===== src/frpm_pkg.sv =====
// package: constants and types for the flash read map and protection block
`default_nettype none
package frpm_pkg;
   // ==========================================================
   // flash control register values
   localparam logic [7:0] FRPM_CTL_RST = 8'h00;
   localparam logic [7:0] FRPM_CTL_XROW = 8'h01;
   localparam logic [7:0] FRPM_CTL_SECB = 8'h04;
   localparam logic [7:0] FRPM_CTL_FUSE = 8'h05;
   // ==========================================================
   // alternate control register fields
   localparam logic [7:0] FRPM_ALT_RST = 8'h00;
   localparam int FRPM_ALT_LSM_BIT = 0;
   localparam int FRPM_ALT_BANK_LSB = 4;
   // ==========================================================
   // security and fuse bytes (lock bits and boot vector in low bits)
   localparam logic [7:0] FRPM_SEC_RST = 8'hfb; // level 4, lock bit 2 = 0
   localparam logic [7:0] FRPM_FUSE_RST = 8'hff;
   localparam logic [2:0] FRPM_BVC_BOOT = 3'b011;
   // ==========================================================
   // address figures
   localparam logic [15:0] FRPM_XROW_TOP = 16'h007f;
   localparam logic [15:0] FRPM_BYTE_ADDR = 16'h0000;
   localparam logic [15:0] FRPM_UPPER_BASE = 16'h8000;
   localparam logic [15:0] FRPM_BOOT_ENTRY = 16'h0000;
   localparam logic [7:0] FRPM_BLOCKED_DATA = 8'hff;
   // ==========================================================
   // strap settle time: two synchroniser stages plus one
   localparam logic [1:0] FRPM_STRAP_CYC = 2'h3;
   // ==========================================================
   // controller register offsets
   localparam logic [3:0] FRPM_REG_CTL = 4'h0;
   localparam logic [3:0] FRPM_REG_ALT = 4'h1;
   localparam logic [3:0] FRPM_REG_STA = 4'h2;
   localparam logic [3:0] FRPM_REG_ALO = 4'h3;
   localparam logic [3:0] FRPM_REG_AHI = 4'h4;
   localparam logic [3:0] FRPM_REG_CMD = 4'h5;
   localparam logic [3:0] FRPM_REG_WDAT = 4'h6;
   localparam logic [3:0] FRPM_REG_RDAT = 4'h7;
   localparam logic [3:0] FRPM_REG_STAT = 4'h8;
   localparam int FRPM_CMD_READ = 0;
   localparam int FRPM_CMD_WRITE = 1;
   localparam int FRPM_CMD_EXT = 2;
   localparam int FRPM_CMD_HIPC = 3;
   // ==========================================================
   // types
   typedef enum logic [2:0] {
      FRPM_T_UFL = 3'b000,
      FRPM_T_XROW = 3'b001,
      FRPM_T_SECB = 3'b010,
      FRPM_T_FUSE = 3'b011,
      FRPM_T_ROM = 3'b100,
      FRPM_T_EXT = 3'b101,
      FRPM_T_BLK = 3'b110
   } frpm_tgt_t;
   typedef enum logic [1:0] {
      FRPM_L_NONE = 2'b00,
      FRPM_L_PRI = 2'b01,
      FRPM_L_DBG = 2'b10
   } frpm_link_t;
endpackage
`default_nettype wire


===== src/frpm_if.sv =====
// interface: core to device access port
`default_nettype none
interface frpm_if;
   logic ctl_wr; // flash_control_reg write strobe
   logic alt_wr; // flash_ctl_reg_alt write strobe
   logic sta_wr; // flash_status_reg write strobe
   logic [7:0] wdata; // data for any write strobe
   logic cread; // code_space_read request
   logic dwr; // data-space write request
   logic [15:0] addr; // data_pointer value
   logic pc_ext; // request issued by code from external memory
   logic pc_hi; // issuing program counter at or above 0x8000
   logic rvalid; // read answer pulse
   logic [7:0] rdata; // read answer byte
   logic boot_mode; // boot process active
   logic [7:0] lock_level; // one-hot protection level 1..4 in bits 0..3
   modport dev (input ctl_wr, alt_wr, sta_wr, wdata, cread, dwr, addr,
      pc_ext, pc_hi, output rvalid, rdata, boot_mode, lock_level);
   modport core (output ctl_wr, alt_wr, sta_wr, wdata, cread, dwr, addr,
      pc_ext, pc_hi, input rvalid, rdata, boot_mode, lock_level);
endinterface
`default_nettype wire


===== src/frpm_sync.sv =====
// two-flop synchroniser for pins
`default_nettype none
module frpm_sync #(
   parameter int W = 1,
   parameter logic [W-1:0] RST = '0
) (
   input wire logic clk_i,
   input wire logic rst_n_i,
   input wire logic [W-1:0] d_i,
   output logic [W-1:0] q_o
);
   logic [W-1:0] meta_r;
   // ==========================================================
   // first stage feeds only the second
   always_ff @(posedge clk_i or negedge rst_n_i) begin
      if (!rst_n_i) begin
         meta_r <= RST;
         q_o <= RST;
      end else begin
         meta_r <= d_i;
         q_o <= meta_r;
      end
   end
endmodule
`default_nettype wire


===== src/frpm_device.sv =====
// device end: code-space read steering, lock levels and boot selection
//
// Decided for this implementation: the register addresses and strobed register access.
`default_nettype none
module frpm_device (
   input wire logic clk_i,
   input wire logic rst_n_i,
   frpm_if.dev bus,
   input wire logic external_access_pin_i,
   input wire logic program_store_strobe_n_i,
   input wire logic pri_rx_i,
   input wire logic dbg_rx_i,
   input wire logic sec_wr_i,
   input wire logic fcb_wr_i,
   input wire logic [7:0] byte_wdata_i,
   input wire logic [7:0] mem_rdata_i,
   output frpm_pkg::frpm_tgt_t mem_sel_o,
   output logic [18:0] mem_addr_o,
   output logic mem_rd_o,
   output logic latch_wr_o,
   output logic xram_wr_o,
   output logic [15:0] dwr_addr_o,
   output logic [7:0] dwr_data_o,
   output logic start_valid_o,
   output logic [15:0] start_addr_o,
   output logic start_rom_o,
   output frpm_pkg::frpm_link_t link_sel_o,
   output logic par_prog_dis_o,
   output logic isp_write_dis_o,
   output logic par_verify_dis_o,
   output logic isp_read_dis_o,
   output logic ext_exec_dis_o,
   output logic [7:0] security_byte_o,
   output logic [7:0] fuse_config_byte_o
);
   import frpm_pkg::*;

   typedef struct packed {
      logic [1:0] strap_cnt;
      logic started;
      logic boot;
      logic acc_lat;
      logic [7:0] ctl;
      logic [7:0] alt;
      logic remap;
      logic [7:0] sec;
      logic [7:0] fuse;
      logic pend;
      frpm_tgt_t tgt;
      logic [18:0] maddr;
      logic rv;
      logic [7:0] rdata;
      logic lwr;
      logic xwr;
      logic [15:0] daddr;
      logic [7:0] ddata;
      frpm_link_t link;
      logic poll_dbg;
      logic [1:0] rx_prev;
      logic [1:0] rx_fell;
   } frpm_dev_t;

   localparam frpm_dev_t DEV_RST = '{
      strap_cnt: 2'h0, started: 1'b0, boot: 1'b0, acc_lat: 1'b0,
      ctl: FRPM_CTL_RST, alt: FRPM_ALT_RST, remap: 1'b0,
      sec: FRPM_SEC_RST, fuse: FRPM_FUSE_RST, pend: 1'b0,
      tgt: FRPM_T_UFL, maddr: 19'h00000, rv: 1'b0, rdata: 8'h00,
      lwr: 1'b0, xwr: 1'b0, daddr: 16'h0000, ddata: 8'h00,
      link: FRPM_L_NONE, poll_dbg: 1'b0, rx_prev: 2'h3, rx_fell: 2'h0};

   frpm_dev_t s_r;
   frpm_dev_t s_nxt;
   logic acc_s;
   logic strobe_n_s;
   logic [1:0] rx_s;
   logic [1:0] rx_fall;
   logic [2:0] lockb;
   logic lvl2;
   logic lvl3;
   logic lvl4;
   logic acc_eff;
   logic [2:0] bank;
   frpm_tgt_t tgt;

   // ==========================================================
   // pin synchronisers
   frpm_sync #(.W(2), .RST(2'h3)) u_sync_pins (
      .clk_i(clk_i),
      .rst_n_i(rst_n_i),
      .d_i({external_access_pin_i, program_store_strobe_n_i}),
      .q_o({acc_s, strobe_n_s})
   );
   frpm_sync #(.W(2), .RST(2'h3)) u_sync_rx (
      .clk_i(clk_i),
      .rst_n_i(rst_n_i),
      .d_i({dbg_rx_i, pri_rx_i}),
      .q_o(rx_s)
   );

   // ==========================================================
   // lock level decode, programmed bit reads as zero
   assign lockb = s_r.sec[2:0];
   assign lvl4 = !lockb[2];
   assign lvl3 = lvl4 || !lockb[1];
   assign lvl2 = lvl3 || !lockb[0];
   assign acc_eff = lvl2 ? s_r.acc_lat : acc_s;
   assign bank = s_r.alt[FRPM_ALT_BANK_LSB +: 3];
   assign rx_fall = s_r.rx_fell | (s_r.rx_prev & ~rx_s);

   // ==========================================================
   // code-space read target choice, highest priority first
   always_comb begin
      if (!acc_eff) begin
         tgt = FRPM_T_EXT;
      end else if (bus.pc_ext && bus.pc_hi && bus.addr >= FRPM_UPPER_BASE)
      begin
         tgt = lvl4 ? FRPM_T_BLK : FRPM_T_EXT;
      end else if (bus.pc_ext) begin
         tgt = FRPM_T_BLK;
      end else if (s_r.boot && !s_r.remap) begin
         tgt = FRPM_T_ROM;
      end else if (s_r.ctl == FRPM_CTL_XROW && bus.addr <= FRPM_XROW_TOP)
      begin
         tgt = FRPM_T_XROW;
      end else if (s_r.ctl == FRPM_CTL_SECB && bus.addr == FRPM_BYTE_ADDR)
      begin
         tgt = FRPM_T_SECB;
      end else if (s_r.ctl == FRPM_CTL_FUSE && bus.addr == FRPM_BYTE_ADDR)
      begin
         tgt = FRPM_T_FUSE;
      end else begin
         tgt = FRPM_T_UFL;
      end
   end

   // ==========================================================
   // next-state logic
   always_comb begin
      s_nxt = s_r;
      s_nxt.rv = 1'b0;
      s_nxt.lwr = 1'b0;
      s_nxt.xwr = 1'b0;
      // strap capture after the synchronisers settle
      if (!s_r.started) begin
         if (s_r.strap_cnt == FRPM_STRAP_CYC) begin
            s_nxt.started = 1'b1;
            s_nxt.acc_lat = acc_s;
            s_nxt.boot = (acc_s && !strobe_n_s)
               || s_r.fuse[2:0] == FRPM_BVC_BOOT;
         end else begin
            s_nxt.strap_cnt = s_r.strap_cnt + 2'h1;
         end
      end
      // register writes from the core, and security and fuse byte writes from sec_wr_i and fcb_wr_i
      if (bus.ctl_wr) begin
         s_nxt.ctl = bus.wdata;
      end
      if (bus.alt_wr) begin
         s_nxt.alt = bus.wdata;
      end
      if (bus.sta_wr) begin
         s_nxt.remap = bus.wdata[0];
      end
      if (sec_wr_i) begin
         s_nxt.sec = byte_wdata_i;
      end
      if (fcb_wr_i) begin
         s_nxt.fuse = byte_wdata_i;
      end
      // read: take request, then answer from memory, a held byte or the blocked byte
      s_nxt.pend = bus.cread && s_r.started;
      if (bus.cread && s_r.started) begin
         s_nxt.tgt = tgt;
         if (tgt == FRPM_T_ROM) begin
            s_nxt.remap = s_r.remap;
         end else begin
            s_nxt.remap = 1'b0; // one-shot remap
         end
         if (tgt == FRPM_T_UFL && bus.addr >= FRPM_UPPER_BASE) begin
            s_nxt.maddr = {bank, bus.addr};
         end else begin
            s_nxt.maddr = {3'h0, bus.addr};
         end
      end
      if (s_r.pend) begin
         s_nxt.rv = 1'b1;
         unique case (s_r.tgt)
            FRPM_T_SECB: s_nxt.rdata = s_r.sec;
            FRPM_T_FUSE: s_nxt.rdata = s_r.fuse;
            FRPM_T_BLK: s_nxt.rdata = FRPM_BLOCKED_DATA;
            default: s_nxt.rdata = mem_rdata_i;
         endcase
      end
      // data-space write steering
      if (bus.dwr) begin
         s_nxt.daddr = bus.addr;
         s_nxt.ddata = bus.wdata;
         if (s_r.alt[FRPM_ALT_LSM_BIT] && acc_eff && !bus.pc_ext) begin
            s_nxt.lwr = 1'b1;
         end else begin
            s_nxt.xwr = 1'b1;
         end
      end
      // link polling, primary then debug; a fall waits for its turn
      s_nxt.rx_prev = rx_s;
      s_nxt.rx_fell = rx_fall;
      if (s_r.started && s_r.boot && s_r.link == FRPM_L_NONE) begin
         s_nxt.poll_dbg = !s_r.poll_dbg;
         if (!s_r.poll_dbg && rx_fall[0]) begin
            s_nxt.link = FRPM_L_PRI;
         end else if (s_r.poll_dbg && rx_fall[1]) begin
            s_nxt.link = FRPM_L_DBG;
         end
      end
   end

   // ==========================================================
   // state register
   always_ff @(posedge clk_i or negedge rst_n_i) begin
      if (!rst_n_i) begin
         s_r <= DEV_RST;
      end else begin
         s_r <= s_nxt;
      end
   end

   // ==========================================================
   // outputs
   assign mem_sel_o = s_r.tgt;
   assign mem_addr_o = s_r.maddr;
   assign mem_rd_o = s_r.pend;
   assign latch_wr_o = s_r.lwr;
   assign xram_wr_o = s_r.xwr;
   assign dwr_addr_o = s_r.daddr;
   assign dwr_data_o = s_r.ddata;
   assign start_valid_o = s_r.started;
   assign start_addr_o = FRPM_BOOT_ENTRY;
   assign start_rom_o = s_r.boot;
   assign link_sel_o = s_r.link;
   assign par_prog_dis_o = lvl2;
   assign isp_write_dis_o = lvl2;
   assign par_verify_dis_o = lvl3;
   assign isp_read_dis_o = lvl3;
   assign ext_exec_dis_o = lvl4;
   assign security_byte_o = s_r.sec;
   assign fuse_config_byte_o = s_r.fuse;
   assign bus.rvalid = s_r.rv;
   assign bus.rdata = s_r.rdata;
   assign bus.boot_mode = s_r.boot;
   assign bus.lock_level = {4'h0, lvl4, lvl3 && !lvl4, lvl2 && !lvl3,
      !lvl2};
endmodule
`default_nettype wire


===== src/flat_wrapper.sv =====
// flat-port wrapper written by rule: the top's interface ports become plain ports
module frpm_device_flat import frpm_pkg::*;
  (clk_i, rst_n_i, external_access_pin_i, program_store_strobe_n_i, pri_rx_i, dbg_rx_i, sec_wr_i, fcb_wr_i, byte_wdata_i, mem_rdata_i, mem_sel_o, mem_addr_o, mem_rd_o, latch_wr_o, xram_wr_o, dwr_addr_o, dwr_data_o, start_valid_o, start_addr_o, start_rom_o, link_sel_o, par_prog_dis_o, isp_write_dis_o, par_verify_dis_o, isp_read_dis_o, ext_exec_dis_o, security_byte_o, fuse_config_byte_o, bus_ctl_wr, bus_alt_wr, bus_sta_wr, bus_wdata, bus_cread, bus_dwr, bus_addr, bus_pc_ext, bus_pc_hi, bus_rvalid, bus_rdata, bus_boot_mode, bus_lock_level);
  frpm_if bus_i ();
  input wire logic clk_i;
  input wire logic rst_n_i;
  input wire logic external_access_pin_i;
  input wire logic program_store_strobe_n_i;
  input wire logic pri_rx_i;
  input wire logic dbg_rx_i;
  input wire logic sec_wr_i;
  input wire logic fcb_wr_i;
  input wire logic [7:0] byte_wdata_i;
  input wire logic [7:0] mem_rdata_i;
  output frpm_pkg::frpm_tgt_t mem_sel_o;
  output logic [18:0] mem_addr_o;
  output logic mem_rd_o;
  output logic latch_wr_o;
  output logic xram_wr_o;
  output logic [15:0] dwr_addr_o;
  output logic [7:0] dwr_data_o;
  output logic start_valid_o;
  output logic [15:0] start_addr_o;
  output logic start_rom_o;
  output frpm_pkg::frpm_link_t link_sel_o;
  output logic par_prog_dis_o;
  output logic isp_write_dis_o;
  output logic par_verify_dis_o;
  output logic isp_read_dis_o;
  output logic ext_exec_dis_o;
  output logic [7:0] security_byte_o;
  output logic [7:0] fuse_config_byte_o;
  input wire logic [$bits(bus_i.ctl_wr)-1:0] bus_ctl_wr;
  input wire logic [$bits(bus_i.alt_wr)-1:0] bus_alt_wr;
  input wire logic [$bits(bus_i.sta_wr)-1:0] bus_sta_wr;
  input wire logic [$bits(bus_i.wdata)-1:0] bus_wdata;
  input wire logic [$bits(bus_i.cread)-1:0] bus_cread;
  input wire logic [$bits(bus_i.dwr)-1:0] bus_dwr;
  input wire logic [$bits(bus_i.addr)-1:0] bus_addr;
  input wire logic [$bits(bus_i.pc_ext)-1:0] bus_pc_ext;
  input wire logic [$bits(bus_i.pc_hi)-1:0] bus_pc_hi;
  output wire logic [$bits(bus_i.rvalid)-1:0] bus_rvalid;
  output wire logic [$bits(bus_i.rdata)-1:0] bus_rdata;
  output wire logic [$bits(bus_i.boot_mode)-1:0] bus_boot_mode;
  output wire logic [$bits(bus_i.lock_level)-1:0] bus_lock_level;
  assign bus_i.ctl_wr = bus_ctl_wr;
  assign bus_i.alt_wr = bus_alt_wr;
  assign bus_i.sta_wr = bus_sta_wr;
  assign bus_i.wdata = bus_wdata;
  assign bus_i.cread = bus_cread;
  assign bus_i.dwr = bus_dwr;
  assign bus_i.addr = bus_addr;
  assign bus_i.pc_ext = bus_pc_ext;
  assign bus_i.pc_hi = bus_pc_hi;
  assign bus_rvalid = bus_i.rvalid;
  assign bus_rdata = bus_i.rdata;
  assign bus_boot_mode = bus_i.boot_mode;
  assign bus_lock_level = bus_i.lock_level;
  frpm_device u_core (.clk_i(clk_i), .rst_n_i(rst_n_i), .bus(bus_i), .external_access_pin_i(external_access_pin_i), .program_store_strobe_n_i(program_store_strobe_n_i), .pri_rx_i(pri_rx_i), .dbg_rx_i(dbg_rx_i), .sec_wr_i(sec_wr_i), .fcb_wr_i(fcb_wr_i), .byte_wdata_i(byte_wdata_i), .mem_rdata_i(mem_rdata_i), .mem_sel_o(mem_sel_o), .mem_addr_o(mem_addr_o), .mem_rd_o(mem_rd_o), .latch_wr_o(latch_wr_o), .xram_wr_o(xram_wr_o), .dwr_addr_o(dwr_addr_o), .dwr_data_o(dwr_data_o), .start_valid_o(start_valid_o), .start_addr_o(start_addr_o), .start_rom_o(start_rom_o), .link_sel_o(link_sel_o), .par_prog_dis_o(par_prog_dis_o), .isp_write_dis_o(isp_write_dis_o), .par_verify_dis_o(par_verify_dis_o), .isp_read_dis_o(isp_read_dis_o), .ext_exec_dis_o(ext_exec_dis_o), .security_byte_o(security_byte_o), .fuse_config_byte_o(fuse_config_byte_o));
endmodule

===== config.mk =====
export PLATFORM = sky130hd
export DESIGN_NAME = frpm_device_flat
export DESIGN_NICKNAME = d
export VERILOG_FILES = /design/src/frpm_pkg.sv /design/src/frpm_if.sv /design/src/frpm_sync.sv /design/src/frpm_device.sv /design/src/flat_wrapper.sv
export SDC_FILE = /design/constraint.sdc
export NUM_CORES = 1
export LEC_CHECK = 0
export BUFFER_PORTS_ARGS = -buffer_cell sky130_fd_sc_hd__buf_4
export CORE_MARGIN = 3
export CORE_UTILIZATION = 25
export DETAILED_ROUTE_END_ITERATION = 10
export GPL_TIMING_DRIVEN = 0
export PLACE_DENSITY = 0.43
export RECOVER_POWER = 50
export SLEW_MARGIN = 20
export SYNTH_ARGS = -nofsm -noshare
export SYNTH_HDL_FRONTEND = slang
export SYNTH_SLANG_ARGS = --single-unit
export TNS_END_PERCENT = 10

===== constraint.sdc =====
create_clock -name clk_i -period 2.3 [get_ports clk_i]
set_clock_uncertainty 0.15 [all_clocks]
set_input_delay 0.23 -clock clk_i [delete_from_list [all_inputs] [get_ports clk_i]]
set_output_delay 0.23 -clock clk_i [all_outputs]
set_load 0.005 [all_outputs]

# [Word level (Yosys, flattened, before mapping)]
# Index checks and enable logic that the tools add are counted.
[totals] register_bits=110 out_inout_bits=108
[op_classes] addsub=1 magnitude_cmp=2 eq_ne=10 n_mux=22 n_bitwise=5 n_reduce_logical=38
[op_table] cell="$mux W26" count=1
[op_table] cell="$mux W3" count=8
[op_table] cell="$pmux W8 S3" count=1
[op_table] cell="$mux W19" count=1
[op_table] cell="$logic_and A1 B1 Y1" count=17
[op_table] cell="$eq A8 B3 Y1 const B" count=2
[op_table] cell="$ge A16 B16 Y1 const B" count=1
[op_table] cell="$le A16 B7 Y1 const B" count=1
[op_table] cell="$logic_not A16 Y1" count=1
[op_table] cell="$eq A3 B2 Y1 const B" count=3
[op_table] cell="$logic_not A1 Y1" count=9
[op_table] cell="$mux W9" count=1
[op_table] cell="$eq A8 B1 Y1 const B" count=1
[op_table] cell="$mux W2" count=4
[op_table] cell="$reduce_and A2 Y1" count=4
[op_table] cell="$eq A3 B3 Y1 const B" count=2
[op_table] cell="$mux W1" count=6
[op_table] cell="$reduce_bool A2 Y1" count=2
[op_table] cell="$logic_not A3 Y1" count=1
[op_table] cell="$logic_or A1 B1 Y1" count=3
[op_table] cell="$add A2 B1 Y2 const B" count=1
[op_table] cell="$and A2 B2 Y2" count=1
[op_table] cell="$eq A2 B2 Y1 const B" count=1
[op_table] cell="$logic_not A2 Y1" count=1
[op_table] cell="other kinds (4)" count=5

# [Depth between registers and ports, before layout]
[depth] depth_word=12 ltp_mapped=6 mapped_depth_nobuf=5

# [Hierarchy]
# Synthesis repeated with hierarchy kept, for this count alone.
[unflattened] cells_unflattened=381 area_unflattened_um2=4883.4
[modules_own_cells] mod="frpm_device" n_inst=1 cells_each=373 area_per_inst_um2=4673.2
[modules_own_cells] mod="frpm_sync" n_inst=2 cells_each=4 area_per_inst_um2=105.1

# [Worst setup path after synthesis]
# Ideal clock, no wire load.
[synth_timing] path_kind="flip-flop to flip-flop" startpoint="register u_core.s_r[96] in the netlist's numbering" endpoint="register u_core.s_r, in the netlist u_core.mem_sel_o[1]" arrival_time_ps=1429 slack_ps=629 stages_incl_launch_ff=5 path_cell_list="dfrtp_1 or4_4 nor4_4 a31oi_1 o31ai_2"
[synth_between] elab_chain_len=9 word_cells_on_any_way=13 cone_classes="3 x eq/ne; 7 x mux; 3 x reduce/logical"
[synth_rtl] item="start, declared" line_no="frpm_device.sv:71" text="frpm_dev_t s_r;"
[synth_rtl] item="start signal, assigned" line_no="frpm_device.sv:223" text="s_r <= s_nxt;"
[synth_rtl] item="$eq A8 B3 Y1" line_no="frpm_device.sv:128" text="end else if (s_r.ctl == FRPM_CTL_FUSE && bus.addr == FRPM_BYTE_ADDR)"
[synth_rtl] item="$logic_and A1 B1 Y1" line_no="frpm_device.sv:128"
[synth_rtl] item="$mux W2" line_no="frpm_device.sv:128"
[synth_rtl] item="$mux W3" line_no="frpm_device.sv:125" text="end else if (s_r.ctl == FRPM_CTL_SECB && bus.addr == FRPM_BYTE_ADDR)"
[synth_rtl] item="$mux W3 (*)" line_no="frpm_device.sv:122" text="end else if (s_r.ctl == FRPM_CTL_XROW && bus.addr <= FRPM_XROW_TOP)"
[synth_rtl] item="$mux W3 (*)" line_no="frpm_device.sv:120" text="end else if (s_r.boot && !s_r.remap) begin"
[synth_rtl] item="$mux W3 (*)" line_no="frpm_device.sv:118" text="end else if (bus.pc_ext) begin"
[synth_rtl] item="$mux W3 (*)" line_no="frpm_device.sv:115" text="end else if (bus.pc_ext && bus.pc_hi && bus.addr >= FRPM_UPPER_BASE)"
[synth_rtl] item="$mux W3 (*)" line_no="frpm_device.sv:113" text="if (!acc_eff) begin"
# Every way passes the cells marked *; elsewhere a longest branch is shown, timed or not.
# A chain may end at the register's enable or synchronous reset.

# [Final worst setup path]
[layout_timing] startpoint="input port bus_addr[0]" endpoint="register u_core.s_r, in the netlist u_core.mem_sel_o[1]"
[layout_between] elab_chain_len=9 word_cells_on_any_way=14 cone_classes="2 x order compare; 7 x mux; 5 x reduce/logical"
[layout_rtl] item="start, declared" line_no="flat_wrapper.sv:39" text="input wire logic [$bits(bus_i.addr)-1:0] bus_addr;"
[layout_rtl] item="branches (longest 7 deep; another with $le A16 B7 Y1)"
[layout_rtl] item="$mux W3 (*)" line_no="frpm_device.sv:115"
[layout_rtl] item="$mux W3 (*)" line_no="frpm_device.sv:113"
# Mark *: on every way between the ends.

==> metrics.txt <==
status finished clean; wire length per cell ~15 um; Max VDD drop around 0.43 mV; Power Internal about 3.7 mW; Least-Margin Pin Slew ~1500 ps; worst skew pair latency 350 ps; commonest non-fill, non-tap cell in the layout buf_4; startpoint types input pin; Tcrit/Tclk final 0.880; worst min path class input pin to flip-flop; vias in the first global route roughly 3.7k; clk sink count around 110; Worst setup EP type flip-flop; core area ~0.019 mm2; site row count 50; Rel. slew slack 0.000967; largest net degree at the start of global routing roughly 110; DRT Wirelength 12700 um; first-pass GRT wire length just over 20000 um; Placement Setup Slack 246 ps; dominant register cell in the synthesized netlist dfrtp_1; CP Max Fanout 3; Pwr Total ~4.9 mW; IO buf count approximately 140; fin util 0.367; Die X 146 um; Flop pwr share 0.455; post-CTS resize count 0; DRC viols 0; via count around 3.4k; die area approximately 0.021 mm2; Final Net Count about 650; Congestion Overflow GR 0; final-report hold violation count 0; share of layout cells above drive strength 1 0.543; clock root cell clkbuf_16; CTS tree done; Num CTS Buffers 9; Cells after Synth approximately 380; Reg clk slew, reported paths about 70 ps; Vias/cell roughly 4.0; antenna violations before repair 0; post-layout minimum cycle time between 2000 and 2500 ps; number of flops mapped to enable cells by yosys 0; clock buffer depth 2; die height 146 um; H-tree levels 3; Area growth syn-to-layout 42.2%; Final ANT Viol Nets 0; NetSw roughly 1.2 mW; First DRT Iteration DRCs 90; Net Sw Frac 0.251; distinct cell type count after synthesis between 40 and 50; GP Congestion between 0.6 and 0.7; DP HPWL a little over 9000 um; setup bufs post-CTS 0; Data required, critical path 2410 ps; PwrDens approximately 700 mW/mm2; Worst EP arrival about 2100 ps; initial core utilization 0.258; Final TNS setup 0 ps; CP Class input pin to flip-flop; Boundary Pins between 150 and 200; Async SR Flop Fraction 1.00; Comb power frac 0.206; ANT cells 0; clock share of power 0.339; synthesized area between 0.004 and 0.005 mm2; sequential area share after synthesis 0.552; Ys Warns 0; setup slack, reg-to-reg 310 ps; max-cap viol count 0; Seq cells post-synth about 110; Total GRT Usage 0.120; Slew Limit Fails 0; fmax around 500 MHz; RSZ-0062 raised after global routing no; final worst slack 277 ps; leakage power 3.21 nW; commonest non-fill, non-tap cells in the layout buf_4, dfrtp_1, clkbuf_4; Hold Slack 19.0 ps; Pre-Repair DR Iteration Count 4; final setup fails 0; Avg Inst Size Synth 12.8 um2
==> worst max-delay path, stage by stage <==
cell,delay (ps)
dlygate4sd3_1,530
clkbuf_1,120
or4_1,560
nor4b_2,330
a31oi_1,170
o31ai_2,190
==> flip-flops by register name, indices dropped and copies added, names as in the netlist, 3 cells and up <==
signal,flops
u_core.fuse_config_byte_o,8
u_core.security_byte_o,8
u_core.dwr_addr_o,16
u_core.dwr_data_o,8
u_core.s_r,18
u_core.bus.rdata,8
u_core.mem_sel_o,3
u_core.mem_addr_o,19
u_core.bank,3
==> layer usage <==
metal | wire (um) | part of all wire | up-vias | GRT usage
met3 | 983 | 0.078 | 10 | 0.0435
met4 | 137 | 0.011 | 0 | 0.0310
li1 | - | - | 1626 | -
met2 | 6120 | 0.48 | 121 | 0.197
met5 | 0 | 0 | - | 0
met1 | 5410 | 0.43 | 1650 | 0.149
==> metrics by stage <==
stage          area [um2]  instances
2_1_floorplan        4980        403
3_3_place_gp         6340        801
5_1_grt              6980        855
4_1_cts              7040        855
6_report             6980        855
3_5_place_dp         6340        801
==> path summary, 6_finish.rpt <==
path / startpoint / endpoint / depth (start not counted)
max: bus_addr[0] / u_core.mem_sel_o[1] / 6
max reg2reg: u_core.security_byte_o[1] / u_core.mem_addr_o[16] / 4
min in group asynchronous: rst_n_i / u_core.dwr_addr_o[6] / 2
max in group asynchronous: rst_n_i / u_core.s_r[102] / 2
min reg2reg: u_core.u_sync_pins.meta_r[1] / u_core.u_sync_pins.q_o[1] / 0
min: bus_alt_wr / u_core.bank[0] / 2
==> final cells by class <==
cell class | count | area (um2)
sequential | 107 | 2710
fill | 1941 | 12000
tap | 260 | 325
inverter | 9 | 33.8
clock buffer | 11 | 253
buffer | 109 | 771
timing repair buffer | 176 | 1360
clock inverter | 5 | 66.3
multi-input combinational | 178 | 1460
==> power groups by stage <==
stage	registers [mW]	clock network, mW	logic [mW]
floorplan	2.22	0	0.540
global placement	2.26	0	0.997
detailed placement	2.27	0	1.01
CTS	2.23	1.75	1.06
global route	2.26	1.82	1.11
finish	2.23	1.66	1.01
==> timing repair <==
item                       4_1_cts  5_1_grt
hold buffers                    38        0
setup endpoints to repair        0        0
hold endpoints to repair       154        0
==> cell usage after synthesis (2+ instances only) <==
library cell / number / area share
buf_4: 96 / 0.15
dfrtp_1: 82 / 0.42
mux2_2: 57 / 0.13
dfstp_2: 25 / 0.13
mux2_1: 18 / 0.041
o22ai_1: 16 / 0.020
nand2_1: 11 / 0.0084
a21oi_1: 8 / 0.0082
clkbuf_1: 8 / 0.0061
inv_1: 8 / 0.0061
nor2_1: 7 / 0.0054
a21o_1: 3 / 0.0046
a32o_1: 3 / 0.0061
buf_2: 3 / 0.0031
nor3_1: 3 / 0.0031
or4_1: 3 / 0.0046
and3_1: 2 / 0.0025
buf_1: 2 / 0.0015
mux2i_1: 2 / 0.0041
nand2b_1: 2 / 0.0025
o21ai_0: 2 / 0.0020
o21ai_1: 2 / 0.0020
xor2_1: 2 / 0.0036
==> cell families after synthesis <==
family          share of synthesized area
compound gates                     0.0574
xor+xnor                          0.00357
fa+ha+maj                         0.00255
buf+inv                             0.164
flops                               0.552
mux                                 0.176
other cells                      0.000764
simple gates                       0.0433
No activity file was read; power rests on OpenSTA's default activity.
